## src/hdl/sdt_pkg.sv

```systemverilog
// Package: register map, field positions, reset values and timing of the trigger/result block
package sdt_pkg;

  // ==========================================================================
  // Register byte addresses
  localparam logic [7:0] OFS_TRIGGER = 8'h1C;
  localparam logic [7:0] OFS_SYNC_BUSY = 8'h20;
  localparam logic [7:0] OFS_RESULT = 8'h24;
  localparam logic [7:0] OFS_SEQ_EN = 8'h28;
  localparam logic [7:0] OFS_ANALOG = 8'h2C;
  localparam logic [7:0] OFS_STATUS = 8'h30;
  localparam logic [7:0] OFS_MODE = 8'h34;
  localparam logic [7:0] OFS_SYNC_REQ = 8'h38;

  // ==========================================================================
  // Field positions
  localparam int TRIG_FLUSH_BIT = 0;
  localparam int TRIG_START_BIT = 1;
  localparam int BUSY_CONVERSION_TRIGGER_BIT = 10;
  localparam int BUSY_ANALOG_BIT = 11;
  localparam int BUSY_WIDTH = 12;
  localparam int STAT_RDY_BIT = 0;
  localparam int STAT_OVR_BIT = 1;
  localparam int STAT_SEQ_BUSY_BIT = 7;
  localparam int MODE_FREERUN_BIT = 0;
  localparam int MODE_MUX_LSB = 4;
  localparam int SEQ_INPUTS = 3;
  localparam int RESULT_WIDTH = 24;

  // ==========================================================================
  // Reset values
  localparam logic [7:0] RST_SEQ_EN = 8'h00;
  localparam logic [7:0] RST_ANALOG = 8'h00;
  localparam logic [31:0] RST_RESULT = 32'h00000000;

  // ==========================================================================
  // Timing
  localparam int CLK_MHZ = 100;
  localparam int SYNC_NS = 40;
  localparam int SYNC_CYCLES = (SYNC_NS * CLK_MHZ + 999) / 1000;
  localparam int FLUSH_NS = 80;
  localparam int FLUSH_CYCLES = (FLUSH_NS * CLK_MHZ + 999) / 1000;

  // Sequencer states
  typedef enum logic [1:0] {
    ST_IDLE,
    ST_CONV,
    ST_FLUSH
  } sdt_state_type;

endpackage : sdt_pkg

```

## src/hdl/sdt_trigger_result.sv

```systemverilog
// Trigger, sync-busy, result, sequence and analog control registers of the converter
`timescale 1ns/10ps

module sdt_trigger_result #(
  parameter int SYNC_CYCLES = sdt_pkg::SYNC_CYCLES,
  parameter int FLUSH_CYCLES = sdt_pkg::FLUSH_CYCLES
) (
  // Clock and reset
  input wire logic core_clk,
  input wire logic srst,
  // Avalon-MM slave
  input wire logic [7:0] avs_address,
  input wire logic avs_read,
  input wire logic avs_write,
  input wire logic [31:0] avs_writedata,
  input wire logic [3:0] avs_byteenable,
  output logic [31:0] avs_readdata,
  output logic avs_waitrequest,
  // Converter core
  input wire logic conv_done,
  input wire logic [23:0] conv_value,
  output logic conv_start,
  output logic conv_flush,
  output logic [1:0] conv_input,
  // Analog front end
  output logic buffer_test,
  output logic input_chopper_enable,
  output logic [4:0] bias_current_control
);

  // ==========================================================================
  // State record
  typedef struct packed {
    sdt_pkg::sdt_state_type state;
    logic start_pend;
    logic flush_pend;
    logic resume;
    logic [7:0] flush_cnt;
    logic [11:0] busy;
    logic [7:0] sync_cnt;
    logic [23:0] result;
    logic rdy;
    logic ovr;
    logic [2:0] seq_en;
    logic [2:0] seq_left;
    logic seq_busy;
    logic [7:0] analog;
    logic freerun;
    logic [1:0] mux_sel;
    logic [1:0] cur_in;
    logic [31:0] rdata;
    logic wait_n;
    logic start_o;
    logic flush_o;
  } sdt_regs_type;

  sdt_regs_type cur_ff;
  sdt_regs_type nxt_ff;

  // Lowest set bit of a three-input mask
  function automatic logic [1:0] lowest_in(input logic [2:0] m);
    lowest_in = m[0] ? 2'h0 : (m[1] ? 2'h1 : 2'h2);
  endfunction : lowest_in

  // Mask with the lowest set bit removed
  function automatic logic [2:0] drop_lowest(input logic [2:0] m);
    drop_lowest = m & (m - 3'h1);
  endfunction : drop_lowest

  logic access;
  logic wr;
  logic rd;
  logic [2:0] rest;

  // ==========================================================================
  // Next-state logic
  always_comb begin
    nxt_ff = cur_ff;
    nxt_ff.start_o = 1'b0;
    nxt_ff.flush_o = 1'b0;
    // One wait cycle per access; the access completes on the second edge
    access = (avs_read | avs_write) & ~cur_ff.wait_n;
    wr = avs_write & cur_ff.wait_n;
    rd = avs_read & cur_ff.wait_n;
    nxt_ff.wait_n = access;
    rest = drop_lowest(cur_ff.seq_left);

    if (cur_ff.sync_cnt != 8'h00) begin
      nxt_ff.sync_cnt = cur_ff.sync_cnt - 8'h01;
      if (cur_ff.sync_cnt == 8'h01) begin
        nxt_ff.busy = 12'h000;
      end
    end

    // Register writes
    if (wr) begin
      unique case (avs_address)
        sdt_pkg::OFS_TRIGGER: begin
          if (avs_byteenable[0]) begin
            nxt_ff.busy[sdt_pkg::BUSY_CONVERSION_TRIGGER_BIT] = 1'b1;
            nxt_ff.sync_cnt = 8'(SYNC_CYCLES);
            // Start request; ignored while pending; zero no effect
            if (avs_writedata[sdt_pkg::TRIG_START_BIT]) begin
              nxt_ff.start_pend = 1'b1;
            end
            if (avs_writedata[sdt_pkg::TRIG_FLUSH_BIT]) begin
              nxt_ff.flush_pend = 1'b1;
            end
          end
        end
        sdt_pkg::OFS_SEQ_EN: begin
          if (avs_byteenable[0]) begin
            nxt_ff.seq_en = avs_writedata[2:0];
          end
        end
        sdt_pkg::OFS_ANALOG: begin
          if (avs_byteenable[0]) begin
            nxt_ff.analog = avs_writedata[7:0] & 8'hDF;
            nxt_ff.busy[sdt_pkg::BUSY_ANALOG_BIT] = 1'b1;
            nxt_ff.sync_cnt = 8'(SYNC_CYCLES);
          end
        end
        sdt_pkg::OFS_STATUS: begin
          if (avs_byteenable[0]) begin
            if (avs_writedata[sdt_pkg::STAT_RDY_BIT]) begin
              nxt_ff.rdy = 1'b0;
            end
            if (avs_writedata[sdt_pkg::STAT_OVR_BIT]) begin
              nxt_ff.ovr = 1'b0;
            end
          end
        end
        sdt_pkg::OFS_MODE: begin
          if (avs_byteenable[0]) begin
            nxt_ff.freerun = avs_writedata[sdt_pkg::MODE_FREERUN_BIT];
            nxt_ff.mux_sel = avs_writedata[sdt_pkg::MODE_MUX_LSB +: 2];
          end
        end
        sdt_pkg::OFS_SYNC_REQ: begin
          // Neighbour registers report writes for their busy bits
          if (avs_byteenable[1:0] != 2'h0 && avs_writedata[11:0] != 12'h000) begin
            nxt_ff.busy = cur_ff.busy | avs_writedata[11:0];
            nxt_ff.sync_cnt = 8'(SYNC_CYCLES);
          end
        end
        default: begin
        end
      endcase
    end

    // Reading the result clears ready; overrun reference is then read
    if (rd && avs_address == sdt_pkg::OFS_RESULT) begin
      nxt_ff.rdy = 1'b0;
    end

    // Sequencer
    unique case (cur_ff.state)
      sdt_pkg::ST_IDLE: begin
        if (cur_ff.flush_pend) begin
          nxt_ff.state = sdt_pkg::ST_FLUSH;
          nxt_ff.flush_cnt = 8'(FLUSH_CYCLES);
          nxt_ff.flush_o = 1'b1;
          nxt_ff.resume = 1'b0;
        end else if (cur_ff.start_pend) begin
          // Start clears once the conversion begins
          nxt_ff.start_pend = 1'b0;
          nxt_ff.start_o = 1'b1;
          nxt_ff.state = sdt_pkg::ST_CONV;
          if (cur_ff.seq_en != 3'h0) begin
            // Lowest enabled input first; busy rises
            nxt_ff.cur_in = lowest_in(cur_ff.seq_en);
            nxt_ff.seq_left = cur_ff.seq_en;
            nxt_ff.seq_busy = 1'b1;
          end else begin
            nxt_ff.cur_in = cur_ff.mux_sel;
            nxt_ff.seq_left = 3'h0;
          end
        end
      end
      sdt_pkg::ST_CONV: begin
        if (cur_ff.flush_pend) begin
          // Abort, result of this conversion is lost
          nxt_ff.state = sdt_pkg::ST_FLUSH;
          nxt_ff.flush_cnt = 8'(FLUSH_CYCLES);
          nxt_ff.flush_o = 1'b1;
          nxt_ff.resume = 1'b1;
        end else if (conv_done) begin
          nxt_ff.result = conv_value;
          // Ready sets; set wins over a clear in this cycle
          nxt_ff.rdy = 1'b1;
          if (cur_ff.rdy) begin
            nxt_ff.ovr = 1'b1;
          end
          if (rest != 3'h0) begin
            nxt_ff.cur_in = lowest_in(rest);
            nxt_ff.seq_left = rest;
            nxt_ff.start_o = 1'b1;
          end else if (cur_ff.freerun) begin
            // Free running repeats the whole pass
            nxt_ff.seq_left = cur_ff.seq_en;
            nxt_ff.cur_in = cur_ff.seq_en != 3'h0 ? lowest_in(cur_ff.seq_en) : cur_ff.mux_sel;
            nxt_ff.start_o = 1'b1;
          end else begin
            nxt_ff.seq_busy = 1'b0;
            nxt_ff.state = sdt_pkg::ST_IDLE;
          end
        end
      end
      sdt_pkg::ST_FLUSH: begin
        // Flush bit held until the count runs out
        if (cur_ff.flush_cnt > 8'h01) begin
          nxt_ff.flush_cnt = cur_ff.flush_cnt - 8'h01;
        end else begin
          nxt_ff.flush_pend = 1'b0;
          nxt_ff.flush_cnt = 8'h00;
          if (cur_ff.resume) begin
            nxt_ff.state = sdt_pkg::ST_CONV;
            nxt_ff.start_o = 1'b1;
          end else begin
            nxt_ff.state = sdt_pkg::ST_IDLE;
          end
        end
      end
    endcase

    // Read data mux, registered so it is valid when waitrequest drops
    nxt_ff.rdata = 32'h00000000;
    if (access && avs_read) begin
      unique case (avs_address)
        sdt_pkg::OFS_TRIGGER: nxt_ff.rdata = {30'h0, cur_ff.start_pend, cur_ff.flush_pend};
        sdt_pkg::OFS_SYNC_BUSY: nxt_ff.rdata = {20'h0, cur_ff.busy};
        sdt_pkg::OFS_RESULT: nxt_ff.rdata = {8'h00, cur_ff.result};
        sdt_pkg::OFS_SEQ_EN: nxt_ff.rdata = {29'h0, cur_ff.seq_en};
        sdt_pkg::OFS_ANALOG: nxt_ff.rdata = {24'h0, cur_ff.analog};
        sdt_pkg::OFS_STATUS: nxt_ff.rdata = {24'h0, cur_ff.seq_busy, 5'h0, cur_ff.ovr, cur_ff.rdy};
        sdt_pkg::OFS_MODE: nxt_ff.rdata = {26'h0, cur_ff.mux_sel, 3'h0, cur_ff.freerun};
        default: nxt_ff.rdata = 32'h00000000;
      endcase
    end
  end

  // ==========================================================================
  // State register
  always_ff @(posedge core_clk) begin
    if (srst) begin
      nxt_ff_reset: begin
        cur_ff <= '0;
        cur_ff.state <= sdt_pkg::ST_IDLE;
        cur_ff.seq_en <= sdt_pkg::RST_SEQ_EN[2:0];
        cur_ff.analog <= sdt_pkg::RST_ANALOG;
      end
    end else begin
      cur_ff <= nxt_ff;
    end
  end

  // ==========================================================================
  // Outputs straight from flip-flops
  assign avs_readdata = cur_ff.rdata;
  // Waitrequest is high except on the completing cycle of an access
  assign avs_waitrequest = ~cur_ff.wait_n;
  assign conv_start = cur_ff.start_o;
  assign conv_flush = cur_ff.flush_o;
  assign conv_input = cur_ff.cur_in;
  assign buffer_test = cur_ff.analog[7];
  // Chopper enable to the front end
  assign input_chopper_enable = cur_ff.analog[6];
  assign bias_current_control = cur_ff.analog[4:0];

endmodule : sdt_trigger_result

```

## config.mk

```make
export PLATFORM = sky130hd
export DESIGN_NAME = sdt_trigger_result
export DESIGN_NICKNAME = d
export VERILOG_FILES = /design/src/hdl/sdt_pkg.sv /design/src/hdl/sdt_trigger_result.sv
export SDC_FILE = /design/constraint.sdc
export NUM_CORES = 1
export LEC_CHECK = 0
export BUFFER_PORTS_ARGS = -buffer_cell sky130_fd_sc_hd__buf_2
export CAP_MARGIN = 20
export CELL_PAD_IN_SITES_DETAIL_PLACEMENT = 1
export CELL_PAD_IN_SITES_GLOBAL_PLACEMENT = 1
export CORE_MARGIN = 1.5
export CORE_UTILIZATION = 43
export CTS_CLUSTER_SIZE = 8
export DETAILED_ROUTE_END_ITERATION = 7
export PLACE_DENSITY_LB_ADDON = 0.05
export REMOVE_ABC_BUFFERS = 1
export SLEW_MARGIN = 20
export SYNTH_ARGS = -nofsm -noshare
export SYNTH_HDL_FRONTEND = slang
export SYNTH_SLANG_ARGS = --single-unit
```

## constraint.sdc

```tcl
create_clock -name core_clk -period 4.3 [get_ports core_clk]
set_input_delay 0.645 -clock core_clk [delete_from_list [all_inputs] [get_ports core_clk]]
set_output_delay 0.645 -clock core_clk [all_outputs]
set_load 0.005 [all_outputs]
```

# Word level (Yosys, flattened, before mapping)

Index checks and enable logic that the tools add are counted.

Output and inout port bits: 44
Logic and storage cells: 164
Register bits after elaboration: 113
Bits of input ports: 73

Equality and inequality tests: 26
Magnitude comparators: 1
Reduce and logical (&&, ||, !) cells: 23
Bitwise gates (word level): 10
Muxes and demuxes: 80
$add $sub $neg: 3

Operators by type and width:

| kind                                                                            | count |
|---|---|
| 24-bit case mux with 7 select lines                                             | 1 |
| 20-bit two-way mux                                                              | 3 |
| 8-bit by 6-bit equality test with 1-bit output, second input constant           | 7 |
| 2-bit two-way mux                                                               | 25 |
| 1-bit two-way mux                                                               | 25 |
| 8-bit case mux with 3 select lines                                              | 1 |
| 2-bit != test, second input constant                                            | 10 |
| 3-bit two-way mux                                                               | 6 |
| 9-bit two-way mux                                                               | 2 |
| 4-bit two-way mux                                                               | 4 |
| 8-bit two-way mux                                                               | 2 |
| 8-bit case mux with 2 select lines                                              | 1 |
| 8-bit by 1-bit subtractor with 8-bit output, second input constant              | 2 |
| 3-bit != test, second input constant                                            | 5 |
| 3-bit AND reduction                                                             | 5 |
| 12-bit two-way mux                                                              | 1 |
| 12-bit OR                                                                       | 1 |
| 12-bit nonzero test                                                             | 1 |
| 10-bit two-way mux                                                              | 1 |
| 8-bit by 1-bit equality test with 1-bit output, second input constant           | 1 |
| 8-bit by 5-bit equality test with 1-bit output, second input constant           | 1 |
| 8-bit by 1-bit greater-than comparator with 1-bit output, second input constant | 1 |
| 4-bit case mux with 2 select lines                                              | 1 |
| 8-bit AND reduction                                                             | 1 |
| 21 further kinds                                                                | 35 |

# Longest topological paths before layout

Gate-level depths: netlist (run 1).

Depth in word-level cells: 8
Depth in mapped cells: 8
Depth with buffers taken out: 6

# Worst setup path after synthesis (run 1)

Ideal clock, no wire load.

Path type: input to register
Start point: in avs_address[4]
End point: reg cur_ff[93] (netlist name)
Stages: 7
Slack: 2.254 ns
Data arrival time: 1.903 ns
Setup time: 0.143 ns
Path through: buf_2 -> and4bb_1 -> buf_4 -> and2_1 -> buf_4 -> a31oi_2 -> o32ai_1

Longest elaborated chain between the ends: 3

Ends and longest elaborated chain:

| element                                        | line                      | RTL |
|---|---|---|
| start: declaration                             | sdt_trigger_result.sv:12  | `input wire logic [7:0] avs_address,` |
| 8-bit by 6-bit equality test with 1-bit output | sdt_trigger_result.sv:97  | `unique case (avs_address)` |
| 10-bit two-way mux                             | sdt_trigger_result.sv:97  |  |
| 20-bit two-way mux                             | sdt_trigger_result.sv:96  | `if (wr) begin` |
| end signal: assignment                         | sdt_trigger_result.sv:253 | `cur_ff <= nxt_ff;` |
| end: declaration                               | sdt_trigger_result.sv:57  | `sdt_regs_type cur_ff;` |

Every way passes these cells.
A chain may end at the register's enable or synchronous reset.

# Worst setup path in the final report (run 1)

Start point: reg cur_ff[113] (netlist name)
End point: reg cur_ff (netlist bit conv_input[0])

Longest elaborated chain between the ends: 3

Ends and longest elaborated chain:

| element                                                                                    | line                      | RTL |
|---|---|---|
| 2-bit by 1-bit equality test with 1-bit output / 2-bit logical NOT (equally long branches) | sdt_trigger_result.sv:157 | `unique case (cur_ff.state)` |
| 3-bit != test (no source line) (tied with other cells)                                     | n/a                       |  |
| 6-bit AND reduction (no source line)                                                       | n/a                       |  |

Parallel ways exist; a longest one is shown, timed or not.

==> results by group, run 1 <==
Run status
  – Outcome: completed

Routing
  – Initial drt markers: about 130
  – Drt via density: roughly 5.5
  – Drt total wl: around 13 mm
  – Residual DRC: 0
  – Detail Route Antenna Nets: 0
  – DR vias: approximately 4100
  – Wire per inst: approximately 18 µm
  – Pre-antenna DRT Iters: 4

Clocking
  – Root buffer cell: clkbuf_16
  – Clk slew on worst S/H paths: around 0.070 ns
  – H-tree levels: 3
  – Clk buf depth: 2
  – Latest clock arrival within the worst-skew pair: between 0.3 and 0.4 ns
  – Hold buffers post-CTS: 0
  – Post CTS Setup Buffer Count: 0
  – Post-CTS Resized: 0
  – Clock Sinks: approximately 110
  – CTS buffer count: 9
  – CTS tree: built

Critical path
  – Worst setup EP type: register
  – Crit path DAT: between 2 and 3 ns
  – Bufs and invs on worst path: 1
  – Max FO, Critical Path: 12
  – Startpoint Class: register
  – Max incr delay on CP: approximately 0.45 ns
  – Delay-heaviest family, CP: compound AO/OA/AOI/OAI gates
  – CP Cell Sequence: inv_1 > ha_1 > o21bai_1 > nor2_1 > nand2_1 > o311a_1
  – CP required: roughly 4.5 ns
  – Setup CP Type: register to register
  – Worst path slowest cell: nor2_1

Yosys
  – Sequential element share of the synthesized area: a little over two fifths
  – Simple logic cell fraction of the synthesized area: between 20% and 30%
  – Synth Warn #: 0
  – Post-synth ARST share: 0%
  – Adder-Cell Fraction of Synth Area: approximately 2.2%
  – Main combinational cell family by area after synthesis: simple AND/OR/NAND/NOR gates
  – Synth area leader: dfxtp_1
  – Post-synthesis cell count: between 500 and 600
  – Synth Flop Type: dfxtp_1
  – Synth top area cells: dfxtp_1 (43%), buf_4 (6.9%), nand2_1 (5.8%)
  – Post-synthesis mux area share: approximately 3.5%
  – Netlist cell types: 68
  – Mapped cell area: 0.00490 mm²
  – EDFF count, synth: 0
  – Seq cells post-synth: 105
  – Mapped Avg Cell Area: just under 9 µm²
  – Top-area cell type share of the netlist area: a little over two fifths
  – Post-synthesis compound-gate area fraction: between 15 and 20%
  – Area share of xor/xnor cells in the synthesized design: under 10%

Layout
  – Layout Cells excl Fill: about 740
  – Ant. Diodes: 0
  – Fillers: 1293
  – Fin nets: just under 700
  – Area grow syn2layout: 10.5%
  – Register area: 0.00210 mm²
  – Layout cells sized above 1: between 20 and 25%
  – Multi-input gate area: 0.00233 mm²
  – Most frequent cells in the layout: dfxtp_1 (105), buf_2 (86), nand2_1 (76)
  – Commonest non-fill, non-tap cell in the layout: dfxtp_1

STA
  – Highest clock rate: roughly 430 MHz
  – Final setup violation count: 0
  – Clock Skew: roughly 0.0056 ns
  – Final Max Slew Viols: 0
  – Final Cycle Share: a little over half
  – Final min period: 2.35 ns
  – Fin worst setup slack: ~2 ns
  – Slew @ Worst Pin: 0.729 ns
  – Max-slew headroom: 51.3%
  – RSZ-0062 raised after global routing: false
  – Final Hold Vio Count: 0
  – Setup TNS: 0 ns
  – Hold slack final: 0.454 ns

Floorplanning
  – Initial Util: between 40% and 50%
  – Die X: around 110 µm
  – # rows: 38
  – Top Ports: 117
  – Chip height: roughly 110 µm
  – Area of the core: approximately 0.011 mm²
  – Die area: approximately 0.012 mm²

Global route
  – Initial antenna violation count: 0
  – Tot GR Track Use: between 20% and 30%
  – Largest net degree at the start of global routing: 34
  – First-pass GRT wire length: between 20 and 25 mm
  – GR Overflow Total: 0
  – Vias in the first global route: slightly above 4000

Place
  – DP HPWL: between 9 and 10 mm
  – Dpl cells: slightly above 700
  – Pre-CTS setup slack: between 1.5 and 2 ns
  – IO Port Bufs: 86
  – Placer Congestion: 0.787

Job
  – Max-Cap Viols: 0

Pwr
  – Seq pwr share: between 40% and 50%
  – Internal power: about 1.6 mW
  – VDD IR max: between 0.2 and 0.3 mV
  – Switching pwr: around 0.58 mW
  – Power share of the combinational group: between 10% and 20%
  – LEAKAGE: 2.19 nW
  – Switching share of power: a little over a quarter
  – Pwr/cell area: between 300 and 400 mW/mm²
  – Clk pwr share: about 36%

Min path
  – Hold crit path type: register to register
flip-flops by register name, summed over array words and instances, names as in the netlist:
signal / flops
conv_input: 2
avs_readdata: 24
conv_start: 1
conv_flush: 1
input_chopper_enable: 1
cur_ff: 70
bias_current_control: 5
buffer_test: 1
worst paths after layout:
kind | from | end | cells after the start | slack [ns]
min reg2reg | cur_ff[69]$_SDFFE_PP0P_ | cur_ff[69]$_SDFFE_PP0P_ | 2 | 0.45
max reg2reg | cur_ff[113]$_SDFFE_PP0P_ | conv_input[0]$_SDFFE_PP0P_ | 6 | 1.95
max | cur_ff[113]$_SDFFE_PP0P_ | conv_input[0]$_SDFFE_PP0P_ | 6 | 1.95
min | cur_ff[69]$_SDFFE_PP0P_ | cur_ff[69]$_SDFFE_PP0P_ | 2 | 0.45
through the flow:
step	power [mW]	instance area, µm²	utilization (%)
global route	2.23	5410	49.3
detailed placement	1.38	5140	46.8
floorplan	1.27	4480	-
CTS	2.15	5410	49.3
finish	2.13	5410	49.3
global placement	1.36	5130	46.7
synthesized netlist by cell type (7+ instances only):
cell      number
a31oi_1        9
o32ai_1       10
nor2_1        57
mux2i_1       16
xor2_1         8
nor3_1         8
nand3_1        9
inv_1         13
dfxtp_1      105
ha_1           8
and2_1        16
buf_4         45
nand2_1       76
a22oi_1        8
nor4_1         7
a21oi_1       34
nand4_1        7
clkbuf_1      19
cell type report:
cell class	instances	share of cell area, %
Clock buffer	12	4.55
Clock inverter	4	0.532
Inverter	13	0.902
Multi-Input combinational cell	373	43.1
Sequential cell	105	38.8
Tap cell	140	3.24
Timing Repair Buffer	92	8.79
worst min-delay path, stage by stage (launching register included):
cell,delay [ns]
dfxtp_1,0.31
nand2_1,0.05
a21oi_1,0.05
per-layer routing:
layer	track usage [%]	vias up	routed length (µm)
met1	27.7	1990	5900
met3	3.62	11	409
met2	41.0	77	6600
met4	6.12	0	156
met5	0	-	0
li1	-	1999	-
power groups by stage:
stage	combinational, mW	clock [mW]	sequential [mW]
after floorplan	0.209	0	1.06
after global placement	0.295	0	1.07
after detailed placement	0.309	0	1.07
after CTS	0.312	0.791	1.05
after global routing	0.345	0.826	1.06
final	0.310	0.768	1.05
cell families (layout without fill, tap and decap cells):
kind of cell             Yosys count  count (layout)
flip-flops                       105             105
other                              1               8
buffers and inverters             83             121
XOR/XNOR                          12              12
AO/OA/AOI/OAI                    115             115
adder cells (fa/ha/maj)            9               9
multiplexers                      17              17
AND/OR/NAND/NOR                  212             212
No activity file was read; power rests on OpenSTA's default activity.
==> inputs of run 2 (changes only) <==
--- a/config.mk
+++ b/config.mk
@@ -10,7 +10,7 @@
 export CELL_PAD_IN_SITES_DETAIL_PLACEMENT = 1
 export CELL_PAD_IN_SITES_GLOBAL_PLACEMENT = 1
 export CORE_MARGIN = 1.5
-export CORE_UTILIZATION = 43
+export CORE_UTILIZATION = 36
 export CTS_CLUSTER_SIZE = 8
 export DETAILED_ROUTE_END_ITERATION = 7
 export PLACE_DENSITY_LB_ADDON = 0.05
==> constraint.sdc (replaced) <==
create_clock -name core_clk -period 2 [get_ports core_clk]
set_input_delay 0.3 -clock core_clk [delete_from_list [all_inputs] [get_ports core_clk]]
set_output_delay 0.3 -clock core_clk [all_outputs]
set_load 0.005 [all_outputs]
==> run 2 against run 1 <==
Net effect: register-to-register slack got worse by 1.8 ns; total power increased by 130%; non-clock buffer count grew 24; combinational power up 140%; worst hold slack lost 0.27 ns; global-route usage fell by 2.6 points; clock power grew to 2.6 times the previous value; sequential power rose by 110%; critical path type unchanged; largest power group unchanged; highest routed layer unchanged.
==> results by group, run 2 (synthesized netlist as in run 1, its figures left out) <==
Layout
  – Layout cells sized above 1: about a quarter
  – Most frequent cells in the layout: dfxtp_1 (105), buf_2 (86), nand2_1 (76)
  – Ant. Diodes: 0
  – Fin nets: roughly 700
  – Cell area after layout: 0.00573 mm²
  – Multi-input gate area: 0.00235 mm²
  – Max reg flops: 70
  – Area grow syn2layout: 17.1%
  – Register area: 0.00210 mm²
  – Fillers: 1605
  – Commonest non-fill, non-tap cell in the layout: dfxtp_1
  – Fin util: 43.3%
  – Reg with most FFs: cur_ff

Floorplanning
  – Die X: ~120 µm
  – # rows: 42
  – Die area: between 0.01 and 0.015 mm²
  – Chip height: between 100 and 150 µm
  – Top Ports: roughly 120
  – Initial Util: between 30% and 40%
  – Area of the core: roughly 0.013 mm²

Global route
  – Largest net degree at the start of global routing: 44
  – Met3 Usage GRT: ~4.1%
  – Initial antenna violation count: 0
  – Grt met2 use: between 30% and 40%
  – Global Route met1 Usage: between 20% and 30%
  – Vias in the first global route: ~4300
  – Tot GR Track Use: between 20% and 30%
  – First-pass GRT wire length: between 20 and 25 mm
  – Gr busiest metal: met2
  – GR Overflow Total: 0

Routing
  – Initial drt markers: 160
  – Drt total wl: 13.8 mm
  – Residual DRC: 0
  – Detail Route Antenna Nets: 0
  – Wire per inst: roughly 17 µm
  – DR vias: a little over 4000
  – Pre-antenna DRT Iters: 5
  – Drt via density: around 5.2

Critical path
  – Worst setup EP type: register
  – Crit path DAT: around 2.1 ns
  – Startpoint Class: register
  – Setup CP Type: register to register
  – CP required: 2.28 ns
  – Max FO, Critical Path: 4
  – Register-to-Register Path Depth: 4

STA
  – Clock Skew: between 0.005 and 0.006 ns
  – RSZ-0062 raised after global routing: false
  – Final min period: 1.86 ns
  – Slew @ Worst Pin: approximately 0.54 ns
  – Setup TNS: 0 ns
  – Max-slew headroom: a little under two thirds
  – Final Cycle Share: between 90 and 100%
  – Final Max Slew Viols: 0
  – Final setup violation count: 0
  – Highest clock rate: about 540 MHz
  – Final Hold Vio Count: 0

Clocking
  – CTS buffer count: 9
  – Latest clock arrival within the worst-skew pair: approximately 0.35 ns
  – CTS tree: built
  – Clk slew on worst S/H paths: 0.07 ns
  – Clk buf depth: 2
  – Hold buffers post-CTS: 0
  – H-tree levels: 3
  – Clock Sinks: 105
  – Root buffer cell: clkbuf_16

Pwr
  – VDD IR max: ~0.42 mV
  – Pwr Total: a little under 5 mW
  – LEAKAGE: 2.35 nW
  – Pwr/cell area: approximately 860 mW/mm²

Min path
  – Hold Path Depth: 3
  – Hold crit path type: primary input to register

Place
  – Placer Congestion: 0.792
  – DP HPWL: 10.1 mm
  – Placed inst area: between 0.005 and 0.006 mm²
  – IO Port Bufs: 86

Run status
  – Outcome: completed

Job
  – Max-Cap Viols: 0
## run 2: routing by layer
| layer | wire length (µm) | share of wire [%] |
|---|---|---|
| met5 | 0 | 0 |
| met4 | 129 | 0.93 |
| met3 | 566 | 4.1 |
| met2 | 6790 | 49 |
| met1 | 6320 | 46 |
## run 2: area by class of cell
cell class | count | area share [%]
Clock buffer | 12 | 4.47
Clock inverter | 4 | 1.29
Inverter | 13 | 0.851
Multi-Input combinational cell | 373 | 41.0
Sequential cell | 105 | 36.7
Tap cell | 176 | 3.84
Timing Repair Buffer | 116 | 11.9
## run 2: path summary, 6_finish.rpt
check,start,endpoint,slack (ns)
min,conv_value[4],cur_ff[61]$_SDFFE_PP0P_,0.18
max,cur_ff[105]$_SDFFE_PP0P_,cur_ff[113]$_SDFFE_PP0P_,0.14
min reg2reg,cur_ff[78]$_SDFFE_PP0P_,cur_ff[78]$_SDFFE_PP0P_,0.45
max reg2reg,cur_ff[105]$_SDFFE_PP0P_,cur_ff[113]$_SDFFE_PP0P_,0.14
## run 2: report_power, final
part           leakage [nW]  internal [mW]  switching [mW]
combinational          1.34          0.329           0.408
sequential            0.847           2.17          0.0778
clock                 0.163           1.17           0.788
## run 2: timing repair
action | in CTS | in global routing
setup buffers | 0 | 0
endpoints found under the setup margin | 0 | 11
resized for setup | 0 | 2
## run 2: stage by stage
stage,hold WS [ns],setup WS (ns),cells
2_1_floorplan,0.369,-0.104,491
3_3_place_gp,0.435,0.131,783
3_5_place_dp,0.444,0.0817,783
4_1_cts,0.169,0.0642,799
5_1_grt,0.179,0.0104,799
6_report,0.184,0.138,799
## run 2: worst max-delay path, cell delays in order, from the launching register on
cell and delay, ns:
dfxtp_1 0.34, or4_1 0.61, o31ai_4 0.34, mux2_2 0.37, a21oi_1 0.13
